`src/uoc_consts.svh`:
```
// Controller constants
`ifndef UOC_CONSTS_SVH
`define UOC_CONSTS_SVH
// ----------------------------------------
// Register indexes
// ----------------------------------------
`define UOC_R_TOPFLAG 4'h0
`define UOC_R_TOPEN 4'h1
`define UOC_R_ERRFLAG 4'h2
`define UOC_R_ERREN 4'h3
`define UOC_R_CTRL 4'h4
`define UOC_R_DUAL 4'h5
`define UOC_R_PWR 4'h6
`define UOC_R_EP0 4'h7
`define UOC_R_ADDR 4'h8
`define UOC_R_TOKEN 4'h9
`define UOC_RST_REG 8'h00
// ----------------------------------------
// Field positions
// ----------------------------------------
`define UOC_BD_OWN 15
`define UOC_BD_DTS 14
`define UOC_BD_TCHK 11
`define UOC_BD_HALT 10
`define UOC_F_ERR 1
`define UOC_F_DONE 3
`define UOC_F_ATTACH 6
`define UOC_F_HALT 7
`define UOC_E_TOGGLE 0
`define UOC_E_OVER 1
`define UOC_C_EN 0
`define UOC_C_HOST 3
`define UOC_C_BRST 4
`define UOC_C_JST 7
`define UOC_D_DMPD 4
`define UOC_D_DPPD 5
`define UOC_D_DMPU 6
`define UOC_D_DPPU 7
`define UOC_P_PWR 0
`define UOC_EP_LS 7
`define UOC_A_LS 7
// ----------------------------------------
// Packet identifiers and timing
// ----------------------------------------
`define UOC_PID_OUT 4'h1
`define UOC_PID_IN 4'h9
`define UOC_PID_SETUP 4'hD
`define UOC_PID_ACK 4'h2
`define UOC_PID_NAK 4'hA
`define UOC_PID_STALL 4'hE
`define UOC_SOF_LOAD 14'd12000
`define UOC_BIT_MHZ 8'd12
`define UOC_CLK_MHZ 8'd200
`endif

```
`src/uoc_pkg.sv`:
```
// Controller types
package uoc_pkg;
   typedef enum logic [2:0] {
      ST_IDLE = 3'b000,
      ST_RDBD = 3'b001,
      ST_EVAL = 3'b011,
      ST_MOVE = 3'b010,
      ST_WRBD = 3'b110,
      ST_HSK = 3'b111
   } uoc_state_t;
endpackage : uoc_pkg

```
`src/uoc_fifo.sv`:
```
// Valid/ready data buffer
`timescale 1ns/1ps
`default_nettype none
module uoc_fifo #(
   parameter int W = 8,
   parameter int DEPTH = 2
) (
   // Clock and reset
   input wire logic clk,
   input wire logic sys_rst,
   // Filling side
   input wire logic in_valid,
   output logic in_ready,
   input wire logic [W-1:0] in_data,
   // Draining side
   output logic out_valid,
   input wire logic out_ready,
   output logic [W-1:0] out_data
);
   localparam int AW = (DEPTH > 1) ? $clog2(DEPTH) : 1;
   logic [W-1:0] mem [DEPTH];
   logic [AW-1:0] wp;
   logic [AW-1:0] rp;
   logic [AW:0] cnt;
   logic push;
   logic pop;

   function automatic logic [AW-1:0] step(input logic [AW-1:0] p);
      step = (p == AW'(DEPTH - 1)) ? '0 : p + 1'b1;
   endfunction : step

   assign in_ready = (cnt != (AW+1)'(DEPTH));
   assign out_valid = (cnt != '0);
   assign out_data = mem[rp];
   assign push = in_valid & in_ready;
   assign pop = out_valid & out_ready;

   always_ff @(posedge clk) begin
      if (push) begin
         mem[wp] <= in_data;
      end
   end

   always_ff @(posedge clk) begin
      if (sys_rst) begin
         wp <= '0;
         rp <= '0;
         cnt <= '0;
      end else begin
         if (push) wp <= step(wp);
         if (pop) rp <= step(rp);
         if (push & ~pop) cnt <= cnt + 1'b1;
         else if (pop & ~push) cnt <= cnt - 1'b1;
      end
   end
endmodule : uoc_fifo
`default_nettype wire

```
`src/uoc_bd_mem.sv`:
```
// Descriptor status word memory
`timescale 1ns/1ps
`default_nettype none
module uoc_bd_mem #(
   parameter int AW = 5,
   parameter int DW = 16
) (
   input wire logic clk,
   // CPU port
   input wire logic [AW-1:0] a_addr,
   input wire logic a_we,
   input wire logic [DW-1:0] a_wdata,
   output logic [DW-1:0] a_rdata,
   // Engine port, wins collisions
   input wire logic [AW-1:0] b_addr,
   input wire logic b_we,
   input wire logic [DW-1:0] b_wdata,
   output logic [DW-1:0] b_rdata
);
   logic [DW-1:0] mem [2**AW];

   always_ff @(posedge clk) begin
      if (a_we) mem[a_addr] <= a_wdata;
      if (b_we) mem[b_addr] <= b_wdata;
      a_rdata <= mem[a_addr];
      b_rdata <= mem[b_addr];
   end
endmodule : uoc_bd_mem
`default_nettype wire

```
`src/uoc_core.sv`:
```
// On-the-go descriptor and mode controller
//
// Function
// - Core-owned descriptor: other fields ignored, except toggle bit for the automatic status packet
// - Module-owned descriptor kept until module releases
// - Received toggle checked only with checking enabled; sent toggle always follows bit
// - Toggle mismatch discards packet when checking enabled
// - Halt bit in device mode: stall, descriptor unchanged, flag set; ignored in host mode
// - Byte count limits, then holds actual count
// - All sources share one interrupt output
// - Enabled error flags set error summary
// - Flags hardware set, cleared by writing one
// - Device control status phase answered automatically
// - IN token sends buffer, updates, flags done
// - OUT token fills buffer, updates, flags done
// - Host transfers always use endpoint zero
// - Host enable unlocks host-only control bits
// - Host frame markers from 12000, stoppable
// - In host mode, SE0 to J or K transition raises attach flag
`timescale 1ns/1ps
`default_nettype none
`include "uoc_consts.svh"
module uoc_core
   import uoc_pkg::*;
(
   // Clock and reset
   input wire logic clk,
   input wire logic sys_rst,
   // Control register port
   input wire logic [3:0] reg_addr,
   input wire logic reg_wr,
   input wire logic [15:0] reg_wdata,
   output logic [15:0] reg_rdata,
   // CPU descriptor port
   input wire logic [4:0] bd_addr,
   input wire logic bd_wr,
   input wire logic [15:0] bd_wdata,
   output logic [15:0] bd_rdata,
   // Received tokens
   input wire logic tok_valid,
   input wire logic [3:0] tok_pid,
   input wire logic [3:0] tok_ep,
   // Received data
   input wire logic rx_valid,
   output logic rx_ready,
   input wire logic [7:0] rx_data,
   input wire logic rx_last,
   input wire logic rx_zlp,
   input wire logic rx_data1,
   // Data to send
   output logic tx_valid,
   input wire logic tx_ready,
   output logic [7:0] tx_data,
   output logic tx_last,
   output logic tx_data1,
   output logic tx_zlp,
   // Handshake to send
   output logic hs_valid,
   output logic [3:0] hs_pid,
   // Host token to send
   output logic htok_valid,
   output logic [3:0] htok_pid,
   output logic [3:0] htok_ep,
   output logic [6:0] htok_addr,
   output logic htok_low_speed,
   // Buffer memory access
   output logic [4:0] dma_index,
   output logic [9:0] dma_offset,
   input wire logic dma_rd_valid,
   output logic dma_rd_ready,
   input wire logic [7:0] dma_rd_data,
   output logic dma_wr_valid,
   input wire logic dma_wr_ready,
   output logic [7:0] dma_wr_data,
   // Bus pins
   input wire logic dp_in,
   input wire logic dm_in,
   output logic dp_out,
   output logic dm_out,
   output logic dp_oe_n,
   output logic dm_oe_n,
   output logic dp_pullup,
   output logic dm_pullup,
   output logic dp_pulldown,
   output logic dm_pulldown,
   output logic sof_pulse,
   output logic usb_irq
);
   uoc_state_t state;
   logic [7:0] top_flag, top_en, err_flag, err_en, ctrl, dual, pwr, ep0, addr;
   logic [7:0] top_view;
   logic [4:0] bd_idx;
   logic [3:0] cur_pid, cur_ep;
   logic [15:0] word, eb_rdata, eb_wdata;
   logic [9:0] cnt;
   logic is_tx, mv_drop, mv_auto, status_pend;
   logic ev_done, ev_halt, ev_tog, ev_over, ev_attach;
   logic host, dev_act, host_go, eb_we;
   logic rbv, rb_take, rb_last, rb_zlp, rb_d1, rb_bad, wr_byte, rd_fire;
   logic [7:0] rb_data;
   logic [10:0] rb_word;
   logic txb_ready;
   logic [8:0] txb_out;
   logic dp_s1, dp_s2, dm_s1, dm_s2, prev_se0;
   logic [7:0] acc;
   logic [13:0] frame_cnt;

   assign host = ctrl[`UOC_C_HOST];
   assign dev_act = ctrl[`UOC_C_EN] & pwr[`UOC_P_PWR] & ~host;
   // Token refused while busy
   assign host_go = reg_wr & (reg_addr == `UOC_R_TOKEN) & host & (state == ST_IDLE);

   // ----------------------------------------
   // Descriptor memory and data buffers
   // ----------------------------------------
   uoc_bd_mem #(.AW(5), .DW(16)) u_mem (
      .clk(clk),
      .a_addr(bd_addr),
      .a_we(bd_wr),
      .a_wdata(bd_wdata),
      .a_rdata(bd_rdata),
      .b_addr(bd_idx),
      .b_we(eb_we),
      .b_wdata(eb_wdata),
      .b_rdata(eb_rdata)
   );

   uoc_fifo #(.W(11), .DEPTH(2)) u_rxb (
      .clk(clk),
      .sys_rst(sys_rst),
      .in_valid(rx_valid),
      .in_ready(rx_ready),
      .in_data({rx_data1, rx_zlp, rx_last, rx_data}),
      .out_valid(rbv),
      .out_ready(rb_take),
      .out_data(rb_word)
   );

   uoc_fifo #(.W(9), .DEPTH(2)) u_txb (
      .clk(clk),
      .sys_rst(sys_rst),
      .in_valid(rd_fire),
      .in_ready(txb_ready),
      .in_data({cnt == word[9:0] - 10'd1, dma_rd_data}),
      .out_valid(tx_valid),
      .out_ready(tx_ready),
      .out_data(txb_out)
   );

   assign tx_data = txb_out[7:0];
   assign tx_last = txb_out[8];
   assign rb_data = rb_word[7:0];
   assign rb_last = rb_word[8];
   assign rb_zlp = rb_word[9];
   assign rb_d1 = rb_word[10];

   // ----------------------------------------
   // Data movement
   // ----------------------------------------
   assign rb_bad = word[`UOC_BD_TCHK] & (rb_d1 != word[`UOC_BD_DTS]) & ~mv_auto;
   assign wr_byte = (state == ST_MOVE) & ~is_tx & rbv & ~mv_drop & ~mv_auto & ~rb_bad
                  & ~rb_zlp & (cnt != word[9:0]);
   assign dma_wr_valid = wr_byte;
   assign dma_wr_data = rb_data;
   // Unstored bytes still drain
   assign rb_take = (state == ST_MOVE) & ~is_tx & rbv & (~wr_byte | dma_wr_ready);
   assign dma_rd_ready = (state == ST_MOVE) & is_tx & txb_ready & (cnt != word[9:0]);
   assign rd_fire = dma_rd_ready & dma_rd_valid;
   assign dma_index = bd_idx;
   assign dma_offset = cnt;
   // Release with actual count
   assign eb_we = (state == ST_WRBD);
   assign eb_wdata = {1'b0, word[`UOC_BD_DTS], cur_pid, cnt};
   assign hs_valid = (state == ST_HSK);

   // ----------------------------------------
   // Transfer engine
   // ----------------------------------------
   always_ff @(posedge clk) begin
      if (sys_rst) begin
         state <= ST_IDLE;
         bd_idx <= '0;
         cur_pid <= '0;
         cur_ep <= '0;
         word <= '0;
         cnt <= '0;
         is_tx <= 1'b0;
         mv_drop <= 1'b0;
         mv_auto <= 1'b0;
         status_pend <= 1'b0;
         hs_pid <= '0;
         htok_valid <= 1'b0;
         tx_zlp <= 1'b0;
         tx_data1 <= 1'b0;
         ev_done <= 1'b0;
         ev_halt <= 1'b0;
         ev_tog <= 1'b0;
         ev_over <= 1'b0;
      end else begin
         htok_valid <= 1'b0;
         tx_zlp <= 1'b0;
         ev_done <= 1'b0;
         ev_halt <= 1'b0;
         ev_tog <= 1'b0;
         ev_over <= 1'b0;
         case (state)
            ST_IDLE: begin
               mv_drop <= 1'b0;
               mv_auto <= 1'b0;
               cnt <= '0;
               if (host_go) begin
                  // All targets via endpoint zero
                  cur_pid <= reg_wdata[7:4];
                  cur_ep <= reg_wdata[3:0];
                  is_tx <= (reg_wdata[7:4] != `UOC_PID_IN);
                  bd_idx <= {4'h0, reg_wdata[7:4] != `UOC_PID_IN};
                  state <= ST_RDBD;
               end else if (dev_act & tok_valid) begin
                  cur_pid <= tok_pid;
                  cur_ep <= tok_ep;
                  is_tx <= (tok_pid == `UOC_PID_IN);
                  bd_idx <= {tok_ep, tok_pid == `UOC_PID_IN};
                  state <= ST_RDBD;
               end
            end
            ST_RDBD: begin
               state <= ST_EVAL;
            end
            ST_EVAL: begin
               word <= eb_rdata;
               tx_data1 <= eb_rdata[`UOC_BD_DTS];
               if (!eb_rdata[`UOC_BD_OWN]) begin
                  // Owner bit, and toggle bit for automatic status packet
                  word <= '0;
                  if (host) begin
                     state <= ST_IDLE;
                  end else if (status_pend && cur_ep == 4'h0 && cur_pid != `UOC_PID_SETUP) begin
                     mv_auto <= 1'b1;
                     if (is_tx) begin
                        tx_zlp <= 1'b1;
                        status_pend <= 1'b0;
                        state <= ST_IDLE;
                     end else begin
                        state <= ST_MOVE;
                     end
                  end else begin
                     hs_pid <= `UOC_PID_NAK;
                     mv_drop <= 1'b1;
                     state <= is_tx ? ST_HSK : ST_MOVE;
                  end
               end else if (eb_rdata[`UOC_BD_HALT] && !host) begin
                  // Descriptor left untouched
                  hs_pid <= `UOC_PID_STALL;
                  ev_halt <= 1'b1;
                  mv_drop <= 1'b1;
                  state <= is_tx ? ST_HSK : ST_MOVE;
               end else begin
                  htok_valid <= host;
                  if (is_tx && eb_rdata[9:0] == 10'd0) begin
                     tx_zlp <= 1'b1;
                     state <= ST_WRBD;
                  end else begin
                     state <= ST_MOVE;
                  end
               end
            end
            ST_MOVE: begin
               if (is_tx) begin
                  if (rd_fire) begin
                     cnt <= cnt + 10'd1;
                     if (cnt + 10'd1 == word[9:0]) state <= ST_WRBD;
                  end
               end else if (rb_take) begin
                  if (wr_byte) cnt <= cnt + 10'd1;
                  if (!mv_drop && !mv_auto && !rb_bad && !rb_zlp && cnt == word[9:0]) begin
                     ev_over <= 1'b1;
                  end
                  if (rb_last) begin
                     if (mv_drop) begin
                        state <= ST_HSK;
                     end else if (mv_auto) begin
                        hs_pid <= `UOC_PID_ACK;
                        status_pend <= 1'b0;
                        state <= ST_HSK;
                     end else if (rb_bad) begin
                        ev_tog <= 1'b1;
                        state <= ST_IDLE;
                     end else begin
                        hs_pid <= `UOC_PID_ACK;
                        state <= ST_WRBD;
                     end
                  end
               end
            end
            ST_WRBD: begin
               ev_done <= 1'b1;
               if (!host) status_pend <= (cur_pid == `UOC_PID_SETUP);
               // Host software acknowledges
               state <= (!is_tx && !host) ? ST_HSK : ST_IDLE;
            end
            ST_HSK: begin
               state <= ST_IDLE;
            end
            default: begin
               state <= ST_IDLE;
            end
         endcase
      end
   end

   // ----------------------------------------
   // Flags and enables
   // ----------------------------------------
   function automatic logic [7:0] clr_mask(input logic [3:0] idx);
      clr_mask = (reg_wr && reg_addr == idx) ? reg_wdata[7:0] : 8'h00;
   endfunction : clr_mask

   assign ev_attach = host & prev_se0 & (dp_s2 ^ dm_s2);

   always_ff @(posedge clk) begin
      if (sys_rst) begin
         top_flag <= `UOC_RST_REG;
         err_flag <= `UOC_RST_REG;
      end else begin
         // Set beats same-cycle clear
         top_flag <= (top_flag & ~clr_mask(`UOC_R_TOPFLAG))
                   | ({7'h00, ev_done} << `UOC_F_DONE)
                   | ({7'h00, ev_halt} << `UOC_F_HALT)
                   | ({7'h00, ev_attach} << `UOC_F_ATTACH);
         err_flag <= (err_flag & ~clr_mask(`UOC_R_ERRFLAG))
                   | ({7'h00, ev_tog} << `UOC_E_TOGGLE)
                   | ({7'h00, ev_over} << `UOC_E_OVER);
      end
   end

   always_comb begin
      top_view = top_flag;
      top_view[`UOC_F_ERR] = |(err_flag & err_en);
   end

   always_ff @(posedge clk) begin
      if (sys_rst) begin
         usb_irq <= 1'b0;
      end else begin
         usb_irq <= |(top_view & top_en);
      end
   end

   // ----------------------------------------
   // Control registers
   // ----------------------------------------
   always_ff @(posedge clk) begin
      if (sys_rst) begin
         top_en <= `UOC_RST_REG;
         err_en <= `UOC_RST_REG;
         ctrl <= `UOC_RST_REG;
         dual <= `UOC_RST_REG;
         pwr <= `UOC_RST_REG;
         ep0 <= `UOC_RST_REG;
         addr <= `UOC_RST_REG;
      end else if (reg_wr) begin
         case (reg_addr)
            `UOC_R_TOPEN: top_en <= reg_wdata[7:0];
            `UOC_R_ERREN: err_en <= reg_wdata[7:0];
            `UOC_R_CTRL: begin
               ctrl <= reg_wdata[7:0] & ~(8'h01 << `UOC_C_JST);
               if (!reg_wdata[`UOC_C_HOST]) begin
                  ctrl[`UOC_C_BRST] <= 1'b0;
               end
               if (reg_wdata[`UOC_C_HOST] && !host) begin
                  ctrl[`UOC_C_EN] <= 1'b1;
               end
            end
            `UOC_R_DUAL: dual <= reg_wdata[7:0];
            `UOC_R_PWR: pwr <= reg_wdata[7:0];
            `UOC_R_EP0: begin
               ep0 <= reg_wdata[7:0];
               ep0[`UOC_EP_LS] <= reg_wdata[`UOC_EP_LS] & host;
            end
            `UOC_R_ADDR: begin
               addr <= reg_wdata[7:0];
               addr[`UOC_A_LS] <= reg_wdata[`UOC_A_LS] & host;
            end
            default: begin
            end
         endcase
      end
   end

   always_ff @(posedge clk) begin
      if (sys_rst) begin
         reg_rdata <= '0;
      end else begin
         case (reg_addr)
            `UOC_R_TOPFLAG: reg_rdata <= {8'h00, top_view};
            `UOC_R_TOPEN: reg_rdata <= {8'h00, top_en};
            `UOC_R_ERRFLAG: reg_rdata <= {8'h00, err_flag};
            `UOC_R_ERREN: reg_rdata <= {8'h00, err_en};
            `UOC_R_CTRL: reg_rdata <= {8'h00, dp_s2 & ~dm_s2, ctrl[6:0]};
            `UOC_R_DUAL: reg_rdata <= {8'h00, dual};
            `UOC_R_PWR: reg_rdata <= {8'h00, pwr};
            `UOC_R_EP0: reg_rdata <= {8'h00, ep0};
            `UOC_R_ADDR: reg_rdata <= {8'h00, addr};
            `UOC_R_TOKEN: reg_rdata <= {8'h00, cur_pid, cur_ep};
            default: reg_rdata <= '0;
         endcase
      end
   end

   // ----------------------------------------
   // Host token, pins and frame timing
   // ----------------------------------------
   assign htok_pid = cur_pid;
   assign htok_ep = cur_ep;
   assign htok_addr = addr[6:0];
   assign htok_low_speed = ep0[`UOC_EP_LS];
   assign dp_out = 1'b0;
   assign dm_out = 1'b0;
   // Bus reset drives SE0
   assign dp_oe_n = ~(host & ctrl[`UOC_C_BRST]);
   assign dm_oe_n = dp_oe_n;
   assign dp_pullup = dual[`UOC_D_DPPU];
   assign dm_pullup = dual[`UOC_D_DMPU];
   assign dp_pulldown = dual[`UOC_D_DPPD];
   assign dm_pulldown = dual[`UOC_D_DMPD];

   always_ff @(posedge clk) begin
      if (sys_rst) begin
         dp_s1 <= 1'b0;
         dp_s2 <= 1'b0;
         dm_s1 <= 1'b0;
         dm_s2 <= 1'b0;
         prev_se0 <= 1'b0;
      end else begin
         dp_s1 <= dp_in;
         dp_s2 <= dp_s1;
         dm_s1 <= dm_in;
         dm_s2 <= dm_s1;
         prev_se0 <= ~dp_s2 & ~dm_s2;
      end
   end

   // Fractional step keeps bit rate exact
   always_ff @(posedge clk) begin
      if (sys_rst || !(host && ctrl[`UOC_C_EN])) begin
         acc <= '0;
         frame_cnt <= `UOC_SOF_LOAD;
         sof_pulse <= 1'b0;
      end else begin
         sof_pulse <= 1'b0;
         if (acc + `UOC_BIT_MHZ >= `UOC_CLK_MHZ) begin
            acc <= acc + `UOC_BIT_MHZ - `UOC_CLK_MHZ;
            if (frame_cnt == 14'd1) begin
               frame_cnt <= `UOC_SOF_LOAD;
               sof_pulse <= 1'b1;
            end else begin
               frame_cnt <= frame_cnt - 14'd1;
            end
         end else begin
            acc <= acc + `UOC_BIT_MHZ;
         end
      end
   end
endmodule : uoc_core
`default_nettype wire

```
`config.mk`:
```
export PLATFORM = sky130hd
export DESIGN_NAME = uoc_core
export DESIGN_NICKNAME = d
export VERILOG_FILES = /design/src/uoc_pkg.sv /design/src/uoc_fifo.sv /design/src/uoc_bd_mem.sv /design/src/uoc_core.sv
export VERILOG_INCLUDE_DIRS = /design/src /design/src/src
export SDC_FILE = /design/constraint.sdc
export NUM_CORES = 2
export LEC_CHECK = 0
export ABC_CLOCK_PERIOD_IN_PS = 4700
export BUFFER_PORTS_ARGS = -buffer_cell sky130_fd_sc_hd__buf_2
export CAP_MARGIN = 20
export CORE_MARGIN = 5
export CORE_UTILIZATION = 45
export CTS_CLUSTER_DIAMETER = 60
export CTS_CLUSTER_SIZE = 28
export DETAILED_ROUTE_END_ITERATION = 10
export PLACE_DENSITY = 0.58
export SETUP_SLACK_MARGIN = 0.1
export SYNTH_ARGS = -nofsm -noshare
export SYNTH_HDL_FRONTEND = slang
export SYNTH_SLANG_ARGS = --single-unit
```
`constraint.sdc`:
```
create_clock -name clk -period 4.7 [get_ports clk]
set_input_delay 0.94 -clock clk [delete_from_list [all_inputs] [get_ports clk]]
set_output_delay 0.94 -clock clk [all_outputs]
set_load 0.01 [all_outputs]
```
======== Yosys cells after proc, flatten, opt, wreduce, memory -nomap -nowiden ========
Memories as Yosys holds them, arrays and structs flattened. A register that Yosys moved wholly into a read port is not among the register bits.
Index checks and enable logic that the tools add are counted.
cells by class
  add/sub/neg operators ................... 13
  $lt $le $gt $ge ......................... 1
  equal/unequal tests ..................... 46
  muxes and demuxes ....................... 101
  bitwise logic cells ..................... 67
  reductions and logical operators ........ 56
operators with widths
  cell                     count
  $pmux W8 S10             1
  $mux W4                  14
  $mux W3                  17
  $mux W1                  47
  $mux W10                 4
  $and A1 B1 Y1            34
  $and A8 B8 Y8            4
  $eq A10 B10 Y1           3
  $mux W8                  3
  $ne A2 B2 Y1 const B     11
  $not A1 Y1               20
  $pmux W10 S2             1
  $ne A3 B2 Y1 const B     6
  $eq A4 B3 Y1 const B     4
  $eq A4 B4 Y1 const B     4
  $not A8 Y8               2
  $reduce_and A2 Y1        8
  $reduce_bool A2 Y1       8
  $reduce_or A8 Y1         2
  $mux W15                 1
  $pmux W3 S5              1
  $eq A14 B1 Y1 const B    1
  $mux W14                 1
  $sub A14 B1 Y14 const B  1
  other kinds (45)         86
storage, ports and cells
  flip-flop bits (word level) ............. 180
  bits in writable memories ............... 552
  input bits .............................. 79
  output and inout port bits .............. 102
  word-level logic and storage cells ...... 330
  memories ................................ 3
memories
  name       words  width  read ports  clocked after Yosys merged registers in  wr ports  RTL line          source
  u_mem.mem  32     16     2           2                                        2         uoc_bd_mem.sv:20  logic [DW-1:0] mem [2**AW];
  u_rxb.mem  2      11     1           1                                        1         uoc_fifo.sv:21    logic [W-1:0] mem [DEPTH];
  u_txb.mem  2      9      1           1                                        1         uoc_fifo.sv:21

======== Longest topological paths before layout ========
  word-level depth ........................ 15
  depth in mapped cells ................... 11

======== By module ========
From an unflattened synthesis, not the netlist that was laid out.
unflattened totals
  cell total of the unflattened synthesis .. 3400
  area total of the unflattened synthesis .. 41258.3 um2
modules (own cells, without submodules)
  module            times used  cells an instance  area an instance (um2)  seq. area each (um2)
  uoc_bd_mem        1           2309               31267.5                 16015.4
  uoc_core          1           981                8109.0                  3123.0
  uoc_fifo (u_rxb)  1           58                 1012.2                  760.7
  uoc_fifo (u_txb)  1           52                 869.6                   640.6

======== Worst setup path before layout ========
OpenSTA, ideal clock, no wires.
  path kind ............................... input -> register
  start point ............................. in bd_addr[1]
  end point ............................... mem u_mem.mem[8][0] (enable)
  setup time .............................. 0.393 ns
  data arrival time ....................... 2.661 ns
  setup slack ............................. 1.647 ns
  stages .................................. 5
  path through ............................ clkbuf_1 > or3b_2 > clkbuf_1 > buf_2 > o22ai_1
RTL lines
  element          RTL line          source
  start, declared  uoc_core.sv:35    input wire logic [4:0] bd_addr,
  end, declared    uoc_bd_mem.sv:20

======== Worst setup path after layout ========
  start point ............................. reg cnt[1] (netlist: dma_offset[1])
  end point ............................... out dma_wr_valid
between the ends
  cells in the longest elaborated chain, start to end .. 2
RTL lines
  element                 RTL line         source
  start, declared         uoc_core.sv:95   logic [9:0] cnt;
  start signal, assigned  uoc_core.sv:270  cnt <= cnt + 10'd1;
  start signal, assigned  uoc_core.sv:274  if (wr_byte) cnt <= cnt + 10'd1;
  $ne A10 B10 Y1          uoc_core.sv:162  & ~rb_zlp & (cnt != word[9:0]);
  $and A1 B1 Y1           uoc_core.sv:162
  end, declared           uoc_core.sv:72   output logic dma_wr_valid,
Every way passes these cells.

==> impl_metrics.toml <==
[floorplanning]
rows = 110
die_x_um = 311
core_sq_um = 89900
ios = 181
fp.dieH_um = 311
start_util = 0.453
die_area_sq_um = 96600

[sta]
rsz0062_at_grt = "no"
min_period_ps = 3670
setup_violations = 0
tightest_slew_ps = 1120
setup-tns-final_ps = 0
fin_skew_ps = 39.6
relSlewSlack = 0.251
fin_crit_sh = 0.780
final_max_slew_viol_count = 0
max_freq_mhz = 273
worst_hold_slack_ps = 443
hold_violations = 0

[clock_tree]
cts_setup_buffers = 0
clock_path_buffers = 3
cts.repair.resized = 0
htree_levels = 3
clkTransAtPathRegs_ps = 80
clock-root-buffer = "clkbuf_16"
ctsHoldBuffers = 0
clk_latency_ps = 650
cts_buffers = 73
clock_sinks = 748
cts_tree = "built"

[synth]
netlist_area_sq_um = 40700
synth_edf_count = 520
ys_seq_elements = 748
synth_top_area_cell = "edfxtp_1"
netlist_top_cells_area = "edfxtp_1, mux4_2, dfxtp_1, nand2_1, o21ai_0"
ys_types = 86
synthArstFlopShare = 0
yosysWarningCount = 0
syn_area_per_cell_sq_um = 10.2
synth_top_cell_area_share = 0.384
synth-seq-area-share = 0.496
synth-main-ff-cell = "edfxtp_1"
syn_inst = 4002

[critical_path]
critical_path_arrival_ps = 2730
start_kind = "flop"
critPathKind = "flop to primary output"
critical_path.max_fanout = 23
crit_path_end_kind = "primary output"
cp.required_ps = 3760

[detailed_routing]
wl_met3_mm = 16.8
drt_wl_total_mm = 148
wire_per_inst_um = 28.6
highest_layer = "met5"
wl_met1_mm = 58.4
drt_iter0_markers = 4582
wl_met2_mm = 65.8
dr.pass1.iters = 6
num_vias = 32375
drc_errors = 0
ant_nets = 0
vias_per_cell = 6.25

[power]
leakagePower_uw = 0.0154
p_total_uw = 14200
p_per_area_nw_per_um2 = 315
ir_drop_mv = 0.290

[global_route]
grt_max_degree = 67
grt.overflow.total = 0
antenna_found_initial = 7
grt_util_all_layers = 0.295
grt_pass1_vias = 29748
grt_pass1_wl_mm = 212

[finish]
multi_input_area_sq_um = 18900
design_area_sq_um = 45200
nFillCells = 8039
register_area_sq_um = 20200
synthToLayoutAreaGrowth_pct = 11.0
layout-drive-gt1-share = 0.201
instances_no_fill = 5178
nNetsFinal = 4028

[placed_design]
gp_congestion = 1.01
dpl_cell_area_sq_um = 42500
portBuffers = 161
placed_cells_incl_taps = 5030
hpwlAfterDp_mm = 93.7

[run]
maxCapViolations = 0

[worst_hold_path]
worst_hold_path_type = "flop to flop"

[run_status]
status = "finished, final reports clean"
power breakdown:
part / leakage, uW / total [uW] / internal [uW] / switching, uW
Clock: 0.00125 / 6370 / 3270 / 3100
Combinational: 0.00637 / 728 / 225 / 503
Sequential: 0.00780 / 7130 / 7070 / 66.1
Total: 0.0154 / 14200 / 10600 / 3660
kinds of logic after synthesis:
group | Yosys count | synth area share
xor+xnor | 44 | 0.0100
mux | 368 | 0.166
simple gates | 1543 | 0.159
flops | 748 | 0.496
buf+inv | 469 | 0.0479
fa+ha+maj | 11 | 0.00338
other cells | 1 | 0.0000921
compound gates | 818 | 0.118
synth_stat cells, drive strengths merged (22+ instances only):
master	n
mux4	244
mux2i	101
a21oi	61
o21ai	504
mux2	23
o22ai	40
a22oi	129
xor2	27
nand3	45
nor3	22
nand2	1062
nand4	43
clkbuf	348
dfxtp	228
nor2	234
buf	99
edfxtp	520
final cells by class:
class                           count  share of cell area
Tap cell                         1176              0.0326
Multi-Input combinational cell   2795               0.418
Clock buffer                       79              0.0416
Antenna cell                        3            0.000166
Inverter                           22             0.00183
Sequential cell                   748               0.447
Timing Repair Buffer              298              0.0444
Clock inverter                     57              0.0146
registers in the layout, indices dropped and copies added, names as in the netlist, 5 cells and up, named ones only:
register and flops:
top_flag 7, ep0 8, u_rxb.mem 22, u_mem.a_rdata 16, u_txb.mem 18, ctrl 7, addr 8, err_flag 8
dual 8, acc 6, pwr 8, u_mem.b_rdata 14, err_en 8, dma_index 5, u_mem.mem 512, top_en 8
word 12, frame_cnt 14, reg_rdata 8, dma_offset 10
placed cells by master, fill, tap and decap left out, types with 101 or more instances in the layout:
cell,count
buf_2,158
nor2_1,203
edfxtp_1,520
mux4_2,244
mux2i_1,101
nand2_1,1061
dfxtp_1,211
a22oi_1,129
o21ai_0,504
buf_4,122
per-stage QoR:
| stage | util | worst slack (ps) |
|---|---|---|
| 2_1_floorplan | - | 1650 |
| 3_3_place_gp | 0.472 | 1260 |
| 3_5_place_dp | 0.473 | 1270 |
| 4_1_cts | 0.501 | 974 |
| 5_1_grt | 0.503 | 835 |
| 6_report | 0.503 | 1030 |
worst paths after layout:
path              slack (ps)           from               end  cells past startpoint
setup / recovery        1030  dma_offset[1]      dma_wr_valid                      5
hold / removal           440          dp_s1             dp_s2                      1
setup reg to reg        1390       state[2]  u_mem.mem[20][4]                      5
hold reg to reg          440          dp_s1             dp_s2                      1
per-layer routing:
metal	global-route usage	vias up
li1	-	14329
met4	0.116	4
met5	0	-
met1	0.406	15775
met3	0.0715	310
met2	0.453	1957
critical path, stage by stage, from the launching register on:
cell,delay (ps)
dfxtp_2,800
xor2_1,140
or4_4,540
nor3_1,310
nor3_1,120
buf_2,170
(Power assumes the default switching activity.)
